--- src/suf_pkg.sv ---
// shared constants and types for the serial port unit
package suf_pkg;
  // clock select codes, asynchronous mode
  localparam logic [1:0] SUF_CKS_INT = 2'h0; // internal, pin unused
  localparam logic [1:0] SUF_CKS_INT_OUT = 2'h1; // internal, 16x out
  localparam logic [1:0] SUF_CKS_EXT = 2'h2; // external 16x in
  localparam logic [1:0] SUF_CKS_BAD = 2'h3; // prohibited
  // fifo shape
  localparam int SUF_DATA_W = 8;
  localparam int SUF_FIFO_DEPTH = 16;
  localparam int SUF_CNT_W = 5;
  // oversampling ticks inside one bit
  localparam logic [3:0] SUF_SAMPLE_TICK = 4'h7; // eighth tick
  localparam logic [3:0] SUF_LAST_TICK = 4'hF;
  // last data bit index per length
  localparam logic [2:0] SUF_LAST_BIT8 = 3'h7;
  localparam logic [2:0] SUF_LAST_BIT7 = 3'h6;
  // values after reset
  localparam logic [7:0] SUF_DIV_RST = 8'h00;
  localparam logic [4:0] SUF_CNT_RST = 5'h00;
  localparam logic [7:0] SUF_BYTE_RST = 8'h00;
  // configuration bits driven by software
  typedef struct packed {
    logic [1:0] clk_sel;
    logic char_length_sel; // 1: seven data bits
    logic parity_enable;
    logic parity_odd;
    logic stop_two;
    logic tx_enable;
    logic rx_enable;
    logic tx_fifo_clear;
    logic rx_fifo_clear;
    logic modem_enable;
    logic tx_irq_enable;
    logic rx_irq_enable;
    logic rxerr_irq_enable;
    logic [4:0] tx_trig;
    logic [4:0] rx_trig;
    logic [4:0] rts_trig;
    logic [7:0] baud_div; // half period of 16x clock minus one
  } suf_cfg_s;
  // one receive fifo entry with its error status
  typedef struct packed {
    logic framing_fault;
    logic parity_fault;
    logic [7:0] data;
  } suf_rxent_s;
  typedef enum logic [2:0] {
    SUF_IDLE, SUF_START, SUF_DATA, SUF_PAR, SUF_STOP
  } suf_state_e;
endpackage

--- src/suf_uart.sv ---
// serial port unit: fifo and asynchronous transmitter/receiver
`timescale 1ns/1ps

////////////////////////////////////////////////////////////////////////////
// generic synchronous fifo
module suf_fifo #(
  parameter int W = 8,
  parameter int D = 16,
  parameter int CW = 5
) (
  input wire logic clk,
  input wire logic rst_n,
  input wire logic clear,
  input wire logic in_valid,
  output logic in_ready,
  input wire logic [W-1:0] in_data,
  output logic out_valid,
  input wire logic out_ready,
  output logic [W-1:0] out_data,
  output logic [CW-1:0] count
);
  localparam int AW = $clog2(D);
  logic [W-1:0] mem [D]; // storage
  logic [AW-1:0] wp_r; // write pointer
  logic [AW-1:0] rp_r; // read pointer
  logic [CW-1:0] cnt_r; // fill level
  logic push;
  logic pop;
  assign in_ready = (cnt_r != CW'(D));
  assign out_valid = (cnt_r != '0);
  assign push = in_valid && in_ready;
  assign pop = out_valid && out_ready;
  assign out_data = mem[rp_r];
  assign count = cnt_r;
  // pointers and level; clear empties without touching storage
  always_ff @(posedge clk or negedge rst_n) begin
    if (!rst_n) begin
      wp_r <= '0;
      rp_r <= '0;
      cnt_r <= '0;
    end else if (clear) begin
      wp_r <= '0;
      rp_r <= '0;
      cnt_r <= '0;
    end else begin
      if (push) wp_r <= wp_r + 1'b1;
      if (pop) rp_r <= rp_r + 1'b1;
      cnt_r <= cnt_r + CW'(push) - CW'(pop);
    end
  end
  // storage write
  always_ff @(posedge clk) begin
    if (push) mem[wp_r] <= in_data;
  end
endmodule

////////////////////////////////////////////////////////////////////////////
// Summary of operation
// RL1: clock select 01 internal out, 10 external
// RL2: line idles mark, start on low
// RL3: resync on start edge, sample tick eight
// RL4: seven/eight bits, parity option, stop count
// RL5: external clock is sixteen times bit rate
// RL6: independent tx and rx, each fifo buffered
// RL7: tx disable resets shifter, fifos kept
// RL8: software disables both before reconfiguring
// RL9: tx disable mid frame drives mark now
// RL10: software clears tx fifo before re-enable
// RL11: external clock must never stop
// RL12: fifo data starts frames back to back
// RL13: space flag when count below trigger
// RL14: software writes at most sixteen minus trigger
// RL15: start, data lsb first, parity, stop
// RL16: next byte loaded during stop bit
// RL17: clear-to-send high holds mark after frame
// RL18: only first stop bit checked
// RL19: store only if room, no overrun, break
// RL20: errors kept per entry, reception continues
// RL21: break char stored last, then blocked
// RL22: interrupt requests from flags and enables
// RL23: request-to-send low when empty, high over trigger
// RL24: overrun on full fifo, new byte lost
// RL25: overrun cleared by zero after read
// RL26: parity even/odd over data bits only
module suf_uart (
  input wire logic mclk,
  input wire logic arst_n,
  input wire suf_pkg::suf_cfg_s cfg,
  input wire logic tx_wr_valid,
  output logic tx_wr_ready,
  input wire logic [7:0] tx_wr_data,
  output logic rx_rd_valid,
  input wire logic rx_rd_ready,
  output suf_pkg::suf_rxent_s rx_rd_data,
  input wire logic overrun_read,
  input wire logic overrun_clear,
  input wire logic rx_fault_clear,
  input wire logic line_break_clear,
  output logic tx_space_flag,
  output logic tx_done_flag,
  output logic rx_fifo_trigger_flag,
  output logic rx_data_ready_flag,
  output logic rx_fault_flag,
  output logic line_break_flag,
  output logic overrun_flag,
  output logic tx_space_irq,
  output logic rx_data_irq,
  output logic rx_error_irq,
  output logic break_overrun_irq,
  input wire logic sck_in,
  output logic sck_out,
  output logic sck_oe,
  input wire logic rxd,
  output logic txd,
  input wire logic cts_n,
  output logic rts_n
);
  import suf_pkg::*;

  ////////////////////////////////////////////////////////////////////////
  // reset release and pin synchronisers
  logic [1:0] rst_q; // reset release pipe
  logic rst_n; // internal reset
  logic [1:0] sck_q;
  logic [1:0] rxd_q;
  logic [1:0] cts_q;
  logic sck_d_r; // previous synced sck
  logic rxd_d_r; // previous synced rxd
  always_ff @(posedge mclk or negedge arst_n) begin
    if (!arst_n) rst_q <= 2'h0;
    else rst_q <= {rst_q[0], 1'b1};
  end
  assign rst_n = rst_q[1];
  // idle levels high so no false edge after reset
  always_ff @(posedge mclk or negedge rst_n) begin
    if (!rst_n) begin
      sck_q <= 2'h3;
      rxd_q <= 2'h3;
      cts_q <= 2'h3;
      sck_d_r <= 1'b1;
      rxd_d_r <= 1'b1;
    end else begin
      sck_q <= {sck_q[0], sck_in};
      rxd_q <= {rxd_q[0], rxd};
      cts_q <= {cts_q[0], cts_n};
      sck_d_r <= sck_q[1];
      rxd_d_r <= rxd_q[1];
    end
  end

  ////////////////////////////////////////////////////////////////////////
  // 16x tick: internal divider or external sck rising edge
  logic [7:0] div_r;
  logic sck_r; // internal 16x clock level
  logic tick; // one-cycle 16x enable
  always_ff @(posedge mclk or negedge rst_n) begin
    if (!rst_n) begin
      div_r <= SUF_DIV_RST;
      sck_r <= 1'b1;
    end else if (div_r == cfg.baud_div) begin
      div_r <= SUF_DIV_RST;
      sck_r <= !sck_r;
    end else begin
      div_r <= div_r + 8'h01;
    end
  end
  // prohibited code gives no ticks at all
  always_comb begin
    unique case (cfg.clk_sel) // RL1
      SUF_CKS_INT, SUF_CKS_INT_OUT:
        tick = (div_r == cfg.baud_div) && !sck_r;
      SUF_CKS_EXT: tick = sck_q[1] && !sck_d_r; // RL5
      SUF_CKS_BAD: tick = 1'b0;
    endcase
  end
  // clock driven out only in internal-with-output mode
  always_ff @(posedge mclk or negedge rst_n) begin
    if (!rst_n) begin
      sck_out <= 1'b1;
      sck_oe <= 1'b0;
    end else begin
      sck_out <= sck_r;
      sck_oe <= (cfg.clk_sel == SUF_CKS_INT_OUT); // RL1
    end
  end

  ////////////////////////////////////////////////////////////////////////
  // fifos, one per direction
  logic tx_pop;
  logic tx_avail;
  logic [7:0] tx_head;
  logic [4:0] tx_cnt;
  logic rx_push;
  logic rx_room;
  logic [4:0] rx_cnt;
  suf_rxent_s rx_ent;
  // fifos keep contents when enables drop
  suf_fifo #(.W(SUF_DATA_W), .D(SUF_FIFO_DEPTH), .CW(SUF_CNT_W)) u_txf (
    .clk(mclk), .rst_n(rst_n), .clear(cfg.tx_fifo_clear), // RL7
    .in_valid(tx_wr_valid), .in_ready(tx_wr_ready), .in_data(tx_wr_data),
    .out_valid(tx_avail), .out_ready(tx_pop), .out_data(tx_head),
    .count(tx_cnt)
  ); // RL6
  suf_fifo #(.W($bits(suf_rxent_s)), .D(SUF_FIFO_DEPTH),
    .CW(SUF_CNT_W)) u_rxf (
    .clk(mclk), .rst_n(rst_n), .clear(cfg.rx_fifo_clear),
    .in_valid(rx_push), .in_ready(rx_room), .in_data(rx_ent),
    .out_valid(rx_rd_valid), .out_ready(rx_rd_ready),
    .out_data(rx_rd_data), .count(rx_cnt)
  ); // RL6 RL20

  ////////////////////////////////////////////////////////////////////////
  // transmitter
  suf_state_e ts_r;
  logic [3:0] tcnt_r; // tick within bit
  logic [2:0] tbit_r; // data bit index
  logic tstop2_r; // in second stop bit
  logic [7:0] tsh_r; // tx shift register
  logic tpar_r; // parity of sent frame
  logic tx_go; // clear-to-send allows a start
  logic tbit_end;
  logic tlast_stop;
  logic [2:0] last_bit;
  assign last_bit = cfg.char_length_sel ? SUF_LAST_BIT7 : SUF_LAST_BIT8;
  assign tx_go = !(cfg.modem_enable && cts_q[1]); // RL17
  assign tbit_end = tick && (tcnt_r == SUF_LAST_TICK);
  assign tlast_stop = (ts_r == SUF_STOP) && tbit_end
                      && (tstop2_r || !cfg.stop_two);
  // pop from idle, or during last stop bit for gapless frames
  assign tx_pop = cfg.tx_enable && tx_avail && tx_go
                  && (ts_r == SUF_IDLE || tlast_stop); // RL12 RL16
  // frame sequencer; disable returns at once to idle
  always_ff @(posedge mclk or negedge rst_n) begin
    if (!rst_n) begin
      ts_r <= SUF_IDLE;
      tcnt_r <= 4'h0;
      tbit_r <= 3'h0;
      tstop2_r <= 1'b0;
      tsh_r <= SUF_BYTE_RST;
      tpar_r <= 1'b0;
    end else if (!cfg.tx_enable) begin
      ts_r <= SUF_IDLE; // RL7 RL9
      tcnt_r <= 4'h0;
      tstop2_r <= 1'b0;
      tsh_r <= SUF_BYTE_RST;
    end else if (tx_pop) begin
      ts_r <= SUF_START; // RL12
      tcnt_r <= 4'h0;
      tbit_r <= 3'h0;
      tstop2_r <= 1'b0;
      tsh_r <= tx_head;
      tpar_r <= cfg.parity_odd; // RL26
    end else if (tick && ts_r != SUF_IDLE) begin
      tcnt_r <= tcnt_r + 4'h1;
      if (tcnt_r == SUF_LAST_TICK) begin
        unique case (ts_r) // RL15
          SUF_START: ts_r <= SUF_DATA;
          SUF_DATA: begin
            tpar_r <= tpar_r ^ tsh_r[0]; // RL26
            tsh_r <= {1'b0, tsh_r[7:1]};
            tbit_r <= tbit_r + 3'h1;
            if (tbit_r == last_bit) begin // RL4
              ts_r <= cfg.parity_enable ? SUF_PAR : SUF_STOP;
            end
          end
          SUF_PAR: ts_r <= SUF_STOP;
          SUF_STOP: begin
            if (cfg.stop_two && !tstop2_r) tstop2_r <= 1'b1; // RL4
            else ts_r <= SUF_IDLE; // RL17
          end
          default: ts_r <= SUF_IDLE;
        endcase
      end
    end
  end
  // line level per state; mark whenever not framing
  always_ff @(posedge mclk or negedge rst_n) begin
    if (!rst_n) txd <= 1'b1;
    else begin
      unique case (ts_r)
        SUF_START: txd <= 1'b0; // RL15
        SUF_DATA: txd <= tsh_r[0];
        SUF_PAR: txd <= tpar_r;
        SUF_STOP: txd <= 1'b1;
        SUF_IDLE: txd <= 1'b1; // RL2 RL9
        default: txd <= 1'b1;
      endcase
    end
  end
  // done flag: set when the line goes idle with nothing queued
  always_ff @(posedge mclk or negedge rst_n) begin
    if (!rst_n) tx_done_flag <= 1'b1;
    else if (tx_pop) tx_done_flag <= 1'b0;
    else if (ts_r == SUF_IDLE && !tx_avail) tx_done_flag <= 1'b1;
  end

  ////////////////////////////////////////////////////////////////////////
  // receiver
  suf_state_e rs_r;
  logic [3:0] rcnt_r;
  logic [2:0] rbit_r;
  logic [7:0] rsh_r; // rx shift register
  logic rpar_r; // running parity of data and parity bit
  logic rsample; // centre of current bit
  logic rdone; // first stop bit sampled
  logic [7:0] rdata;
  logic rfer;
  logic rper;
  assign rsample = tick && (rcnt_r == SUF_SAMPLE_TICK); // RL3
  assign rdone = rsample && (rs_r == SUF_STOP);
  // seven-bit data sits in the upper bits of the shifter
  assign rdata = cfg.char_length_sel ? {1'b0, rsh_r[7:1]} : rsh_r;
  assign rfer = !rxd_q[1]; // RL18
  assign rper = cfg.parity_enable && (rpar_r != cfg.parity_odd); // RL26
  assign rx_ent = '{framing_fault: rfer, parity_fault: rper,
                    data: rdata}; // RL20
  // halted while overrun is pending
  assign rx_push = rdone && !overrun_flag && !line_break_flag; // RL19 RL21
  always_ff @(posedge mclk or negedge rst_n) begin
    if (!rst_n) begin
      rs_r <= SUF_IDLE;
      rcnt_r <= 4'h0;
      rbit_r <= 3'h0;
      rsh_r <= SUF_BYTE_RST;
      rpar_r <= 1'b0;
    end else if (!cfg.rx_enable) begin
      rs_r <= SUF_IDLE;
    end else if (rs_r == SUF_IDLE) begin
      // falling edge restarts bit timing
      if (rxd_d_r && !rxd_q[1] && !overrun_flag) begin // RL2 RL3 RL24
        rs_r <= SUF_START;
        rcnt_r <= 4'h0;
        rbit_r <= 3'h0;
        rpar_r <= 1'b0;
      end
    end else if (tick) begin
      rcnt_r <= rcnt_r + 4'h1;
      if (rcnt_r == SUF_SAMPLE_TICK) begin
        unique case (rs_r)
          // a glitch shorter than half a bit is not a start
          SUF_START: if (rxd_q[1]) rs_r <= SUF_IDLE; else rs_r <= SUF_DATA;
          SUF_DATA: begin
            rsh_r <= {rxd_q[1], rsh_r[7:1]}; // RL15
            rpar_r <= rpar_r ^ rxd_q[1];
            rbit_r <= rbit_r + 3'h1;
            if (rbit_r == last_bit) begin // RL4
              rs_r <= cfg.parity_enable ? SUF_PAR : SUF_STOP;
            end
          end
          SUF_PAR: begin
            rpar_r <= rpar_r ^ rxd_q[1];
            rs_r <= SUF_STOP;
          end
          // second stop bit is not checked; rearm now
          SUF_STOP: rs_r <= SUF_IDLE; // RL18 RL20
          default: rs_r <= SUF_IDLE;
        endcase
      end
    end
  end

  ////////////////////////////////////////////////////////////////////////
  // receive status flags; hardware set wins over clear
  logic ovr_seen_r; // overrun read as one since set
  always_ff @(posedge mclk or negedge rst_n) begin
    if (!rst_n) begin
      overrun_flag <= 1'b0;
      ovr_seen_r <= 1'b0;
    end else if (rdone && !rx_room && !line_break_flag) begin
      overrun_flag <= 1'b1; // RL24
    end else if (overrun_clear && ovr_seen_r) begin
      overrun_flag <= 1'b0; // RL25
      ovr_seen_r <= 1'b0;
    end else if (overrun_read && overrun_flag) begin
      ovr_seen_r <= 1'b1; // RL25
    end
  end
  always_ff @(posedge mclk or negedge rst_n) begin
    if (!rst_n) rx_fault_flag <= 1'b0;
    else if (rdone && (rfer || rper)) rx_fault_flag <= 1'b1; // RL20
    else if (rx_fault_clear) rx_fault_flag <= 1'b0;
  end
  // break: all-zero character with framing fault
  always_ff @(posedge mclk or negedge rst_n) begin
    if (!rst_n) line_break_flag <= 1'b0;
    else if (rdone && rfer && rdata == SUF_BYTE_RST) begin
      line_break_flag <= 1'b1; // RL21
    end else if (line_break_clear) line_break_flag <= 1'b0;
  end

  ////////////////////////////////////////////////////////////////////////
  // level flags, interrupt requests and modem control
  always_ff @(posedge mclk or negedge rst_n) begin
    if (!rst_n) begin
      tx_space_flag <= 1'b1;
      rx_fifo_trigger_flag <= 1'b0;
      rx_data_ready_flag <= 1'b0;
      tx_space_irq <= 1'b0;
      rx_data_irq <= 1'b0;
      rx_error_irq <= 1'b0;
      break_overrun_irq <= 1'b0;
    end else begin
      tx_space_flag <= (tx_cnt < cfg.tx_trig); // RL13
      rx_fifo_trigger_flag <= (rx_cnt >= cfg.rx_trig);
      rx_data_ready_flag <= (rx_cnt != SUF_CNT_RST)
                            && (rx_cnt < cfg.rx_trig);
      tx_space_irq <= tx_space_flag && cfg.tx_irq_enable; // RL13
      rx_data_irq <= (rx_fifo_trigger_flag || rx_data_ready_flag)
                     && cfg.rx_irq_enable; // RL22
      rx_error_irq <= rx_fault_flag
                      && (cfg.rx_irq_enable || cfg.rxerr_irq_enable);
      break_overrun_irq <= (line_break_flag || overrun_flag)
                           && (cfg.rx_irq_enable || cfg.rxerr_irq_enable);
    end
  end
  // request-to-send: low on empty, high above trigger, else held
  always_ff @(posedge mclk or negedge rst_n) begin
    if (!rst_n) rts_n <= 1'b1;
    else if (!cfg.modem_enable) rts_n <= 1'b1;
    else if (rx_cnt == SUF_CNT_RST) rts_n <= 1'b0; // RL23
    else if (rx_cnt > cfg.rts_trig) rts_n <= 1'b1; // RL23
  end
endmodule

--- config.mk ---
export PLATFORM = sky130hd
export DESIGN_NAME = suf_uart
export DESIGN_NICKNAME = d
export VERILOG_FILES = /design/src/suf_pkg.sv /design/src/suf_uart.sv
export SDC_FILE = /design/constraint.sdc
export NUM_CORES = 1
export LEC_CHECK = 0
export BUFFER_PORTS_ARGS = -buffer_cell sky130_fd_sc_hd__clkbuf_2
export CORE_ASPECT_RATIO = 0.75
export CORE_MARGIN = 8
export CORE_UTILIZATION = 25
export CTS_CLUSTER_DIAMETER = 100
export CTS_CLUSTER_SIZE = 8
export DETAILED_ROUTE_END_ITERATION = 16
export SYNTH_ARGS = -nofsm -noshare
export SYNTH_HDL_FRONTEND = slang
export SYNTH_SLANG_ARGS = --single-unit
--- constraint.sdc ---
create_clock -name mclk -period 3.24 [get_ports mclk]
set_input_delay 0.162 -clock mclk [delete_from_list [all_inputs] [get_ports mclk]]
set_output_delay 0.162 -clock mclk [all_outputs]
set_load 0.05 [all_outputs]
# [Word level (Yosys, flattened, before mapping)]
# Memories as Yosys holds them, arrays and structs flattened.
# Index checks and enable logic that the tools add are counted.
# Widths: inputs -> output; s select.
[classes] order_cmp=4 n_reduce_logical=87 bitwise_logic=4 mux=83 n_eq_ne=32 addsub=13
[ops] cell="$mux 3" count=22
[ops] cell="$mux 4" count=14
[ops] cell="$mux 8" count=7
[ops] cell="$logic_and 1x1->1" count=35
[ops] cell="$mux 1" count=33
[ops] cell="$reduce_bool 2->1" count=16
[ops] cell="$add 4x1->4 const B" count=6
[ops] cell="$ne 3x1->1 const B" count=8
[ops] cell="$reduce_and 4->1" count=4
[ops] cell="$reduce_and 5->1" count=3
[ops] cell="$eq 3x2->1 const B" count=4
[ops] cell="$pmux 3 s4" count=1
[ops] cell="$add 5x1->5" count=2
[ops] cell="$logic_not 1->1" count=10
[ops] cell="$lt 5x5->1" count=2
[ops] cell="$mux 5" count=2
[ops] cell="$ne 5x5->1 const B" count=2
[ops] cell="$reduce_bool 5->1" count=2
[ops] cell="$sub 5x1->5" count=2
[ops] cell="$pmux 3 s3" count=1
[ops] cell="$add 8x1->8 const B" count=1
[ops] cell="$eq 8x8->1" count=1
[ops] cell="$logic_not 8->1" count=1
[ops] cell="$ne 4x3->1 const B" count=2
[ops] cell="26 further kinds" count=42
[totals] reg_bits=100 mem_bits_rw=288 mem_count=2
[memory_table] name="u_rxf.mem" depth=16 word_bits=10 read_ports=1 rd_ports_with_merged_regs=0 write_ports=1 line="suf_uart.sv:23" source="logic [W-1:0] mem [D];"
[memory_table] name="u_txf.mem" depth=16 word_bits=8 read_ports=1 rd_ports_with_merged_regs=0 write_ports=1 line="suf_uart.sv:23"

# [Longest topological paths before layout]
[logic_depth] depth_word=11 mapped_depth=18 depth_no_buf=16

# [Hierarchy]
# A second synthesis with hierarchy kept.
[hier_totals] cells_unflattened=1109 hier_area_um2=16854.9
[by_module_without_submodules] module="suf_fifo at u_rxf" area_per_inst_um2=7061.8 instances=1 cells_per_inst=393
[by_module_without_submodules] module="suf_fifo at u_txf" area_per_inst_um2=5918.2 instances=1 cells_per_inst=337
[by_module_without_submodules] module="suf_uart" area_per_inst_um2=3875.0 instances=1 cells_per_inst=379

# [Least setup slack after synthesis]
# No wires, ideal clock.
[synth_timing] path_kind="flip-flop to flip-flop" startpoint="register div_r[0]" endpoint="memory u_rxf.mem[15][0] in the netlist's numbering (enable)" stages_incl_launch_ff=8 t_arrival_ns=2.697 required_ns=2.836 setup_ns=0.404 slack_ns=0.139 synth_period_minus_slack_ns=3.101 cell_sequence="dfrtp_1 xnor2_1 nand4_2 o31ai_4 buf_4 nand4_4 clkbuf_1 nor4_1"
[synth_between] elab_chain_cells=10
[synth_rtl] element="start, declared" line="suf_uart.sv:153" source="logic [7:0] div_r;"
[synth_rtl] element="start signal, assigned" line="suf_uart.sv:164" source="div_r <= div_r + 8'h01;"
[synth_rtl] element="$eq 8x8->1" line="suf_uart.sv:171" source="tick = (div_r == cfg.baud_div) && !sck_r;"
[synth_rtl] element="$logic_and 1x1->1" line="suf_uart.sv:171"
[synth_rtl] element="$pmux 1 s3" line="suf_uart.sv:169" source="unique case (cfg.clk_sel)"
[synth_rtl] element="$logic_and 1x1->1" line="suf_uart.sv:309" source="assign rsample = tick && (rcnt_r == SUF_SAMPLE_TICK);"
[synth_rtl] element="$logic_and 1x1->1" line="suf_uart.sv:310" source="assign rdone = rsample && (rs_r == SUF_STOP);"
[synth_rtl] element="$logic_and 1x1->1 (2 in series)" line="suf_uart.sv:318" source="assign rx_push = rdone && !overrun_flag && !line_break_flag;"
[synth_rtl] element="$logic_and 1x1->1" line="suf_uart.sv:31" source="assign push = in_valid && in_ready;"
[synth_rtl] element="$mux 1" line="suf_uart.sv:53" source="if (push) mem[wp_r] <= in_data;"
[synth_rtl] element="$mux 1 (implied by the code)" line="suf_uart.sv:53"
[synth_rtl] element="end, declared" line="suf_uart.sv:23"
# No other way between the ends.

==> out/metrics.yaml <==
outcome: "finished, final reports clean"
cp_max_fo: 16
drive_gt1_share_pct: 24.8
routedWlPerCell_um: 17.5
synthXorXnorAreaFrac_pct: 2.07
finalSetupViolations: 0
synthesis.instances: 1022
area_growth_pct: 22.0
r2r_start: "tcnt_r[0]$_DFFE_PN0N_"
p_int_mw: 10.2
cts_tree: "built"
synth_compound_area_share_pct: 4.95
crit_top_cell: "mux4_2"
numClockSinks: 388
min_delay_path_depth: 1
min_from: "tx_wr_data[0]"
power.leakage_nw: 7.03
hold_path.class: "primary input to register"
hpwl_um: 24000
cts_setup_buffers: 0
ys_seq_elements: 388
vias: 9342
nets: 1285
tns_ns: 0
fmax_mhz: 328
numCtsBuffers: 54
synth_edf_count: 288
setup_ws_ns: 0.190
r2r_cells: 16
clock_latency_ns: 0.58
crit_path_end_kind: "primary output"
dieArea_um2: 74700
ios: 83
ys_async_sr_fraction_pct: 25.8
crit_arrival_ns: 2.89
worstSetupStartpointType: "register"
grt_max_degree: 77
row_count: 81
fin_crit_sh_pct: 94.1
grt_overflow: 0
synth.yosys.warnings: 0
layout_common_cells: "288 x edfxtp_1, 83 x dfrtp_1, 82 x clkbuf_2"
start_util_pct: 25.3
hold_violations: 0
r2r_slack_ns: 0.23
p_per_area_nw_per_um2: 714
switching_power_mw: 4.17
min_period_ns: 3.05
worst_ep_required_time_ns: 3.08
holdWs_ns: 0.0350
slowest_stage: "dfrtp_2"
synth_flop_cell: "edfxtp_1"
drc_errors: 0
rsz0062_at_grt: "no"
syn_nets: 1121
drtIter0Drc: 648
pwr-share-comb_pct: 21.3
slew_violations: 0
seq_area_frac_synth_pct: 67.6
routabilityCongestion: 0.783
p_sw_share_pct: 29.0
relSlewSlack_pct: 15.1
core_area_um2: 65300
fin_skew_ns: 0.0182
fp.dieH_um: 239
cap_violations: 0
firstDrtPassIters: 8
antenna_cells: 0
synth-simple-area-share_pct: 7.07
worst_pin_slew_ns: 1.27
dp_slack_ns: 0.235
clkTransAtPathRegs_ns: 0.05
vias_per_cell: 4.44
netlist_area_um2: 16500
worst_ir_drop_vdd_v: 0.000402
syn_area_per_cell_um2: 16.2
portBuffers: 82
yosys.cell_types.count: 66
synthAdderAreaFrac_pct: 3.35
power.share.clock_pct: 37.2
antenna_found_initial: 0
grt_pass1_wl_um: 57600
h-tree-depth: 2
synthMuxAreaShare_pct: 12.7
min_to: "u_txf.mem[2][0]$_DFFE_PP_"
cts_root_buf: "clkbuf_16"
cts_hold_buf: 25
synth_top_family_by_area: "multiplexers"
crit_type: "register to primary output"
grt_use_total_pct: 9.69
fp.dieW_um: 313
wl_um: 36800
cts_buffer_depth: 3
final_common_cell: "edfxtp_1"
power_frac_seq_pct: 41.5
cts_resized: 0
r2r-end: "u_txf.count[4]$_DFF_PN0_"
grt_pass1_vias: 9729
cpPeakStageDelay_ns: 0.69
cp_cell_sequence: "buf_4 > mux4_2 > mux4_2 > clkbuf_2"
postRouteAntennaNets: 0
[per-stage QoR]
| stage | total power [mW] | utilization (%) | std cells | area (um^2) |
|---|---|---|---|---|
| final | 14.4 | 30.9 | 2103 | 20200 |
| after detailed placement | 9.14 | 28.0 | 1976 | 18300 |
| after global routing | 15.1 | 30.9 | 2103 | 20200 |
| after global placement | 9.09 | 28.0 | 1976 | 18300 |
| after CTS | 14.6 | 30.9 | 2103 | 20200 |
| after floorplan | 8.24 | - | 1022 | 16500 |
[kinds of logic after synthesis]
logic type,after synthesis
multiplexers,117
XOR/XNOR,39
AND/OR/NAND/NOR,222
AO/OA/AOI/OAI,117
adder cells (fa/ha/maj),43
buffers and inverters,95
other,1
flip-flops,388
[synth_stat cells, drive strengths merged, types with 9 or more instances]
cell    number  share of area, %
dfrtp       86                13
clkbuf      26              0.59
a21oi       17              0.51
mux2i       33               2.0
ha          41               3.1
inv         49               1.1
edfxtp     288                52
mux2        14               1.1
nor2        66               1.5
buf         17              0.53
nor2b       13              0.49
nor4        19              0.72
nand2       42              0.97
nand3       17              0.51
xnor2       21               1.1
o22ai        9              0.34
mux4        70               9.5
dfstp       14               2.2
and2        11              0.42
o21ai       26              0.79
xor2        18              0.95
o221ai      13              0.69
[per-layer routing]
layer / global-route usage (%) / vias to the layer above / share of wire, %
li1: - / 4287 / -
met1: 13.1 / 4789 / 46
met2: 15.6 / 218 / 47
met3: 2.33 / 48 / 5.2
met4: 2.29 / 0 / 1.6
met5: 0 / - / 0
[worst max path at each step]
stage / from / endpoint / slack (ns) / depth (start not counted)
floorplan: div_r[0]$_DFF_PN0_ / u_rxf.mem[15][0]$_DFFE_PP_ / 0.14 / 7
global placement: tcnt_r[0]$_DFFE_PN0N_ / u_txf.count[4]$_DFF_PN0_ / 0.29 / 16
detailed placement: tcnt_r[0]$_DFFE_PN0N_ / u_txf.count[4]$_DFF_PN0_ / 0.24 / 16
CTS: u_rxf.rp_r[0]$_DFFE_PN0P_ / rx_rd_data[6] / 0.09 / 4
global route: tcnt_r[0]$_DFFE_PN0N_ / u_txf.count[4]$_DFF_PN0_ / 0.02 / 16
finish: u_rxf.rp_r[0]$_DFFE_PN0P_ / rx_rd_data[0] / 0.19 / 4
[final cells by class]
class | instances | area [um^2]
well taps | 871 | 1090
clock buffers | 100 | 1570
clock inverters | 2 | 60.1
repair buffers | 151 | 1030
inverters | 52 | 195
fillers | 6404 | 45100
flip-flops and latches | 388 | 11200
multi-input cells | 539 | 5050
[power by group through the flow]
stage	clock [mW]	combinational [mW]	sequential, mW
global route	5.71	3.37	6.04
global placement	0	3.01	6.07
floorplan	0	2.16	6.08
detailed placement	0	3.06	6.09
finish	5.36	3.07	5.98
CTS	5.50	3.12	6.00
[critical path, delay by kind of cell (launching register included)]
family / cells / cell delay [ns]
buf+inv: 2 / 0.59
mux: 2 / 1.03
flops: 1 / 0.69
[registers in the layout, summed over array words and instances, names as in the netlist, 5 cells and up]
name,count
u_txf.mem,128
rsh_r,8
u_rxf.mem,160
div_r,8
tsh_r,8
u_rxf.count,5
u_txf.count,5
No activity file was read; power rests on OpenSTA's default activity.
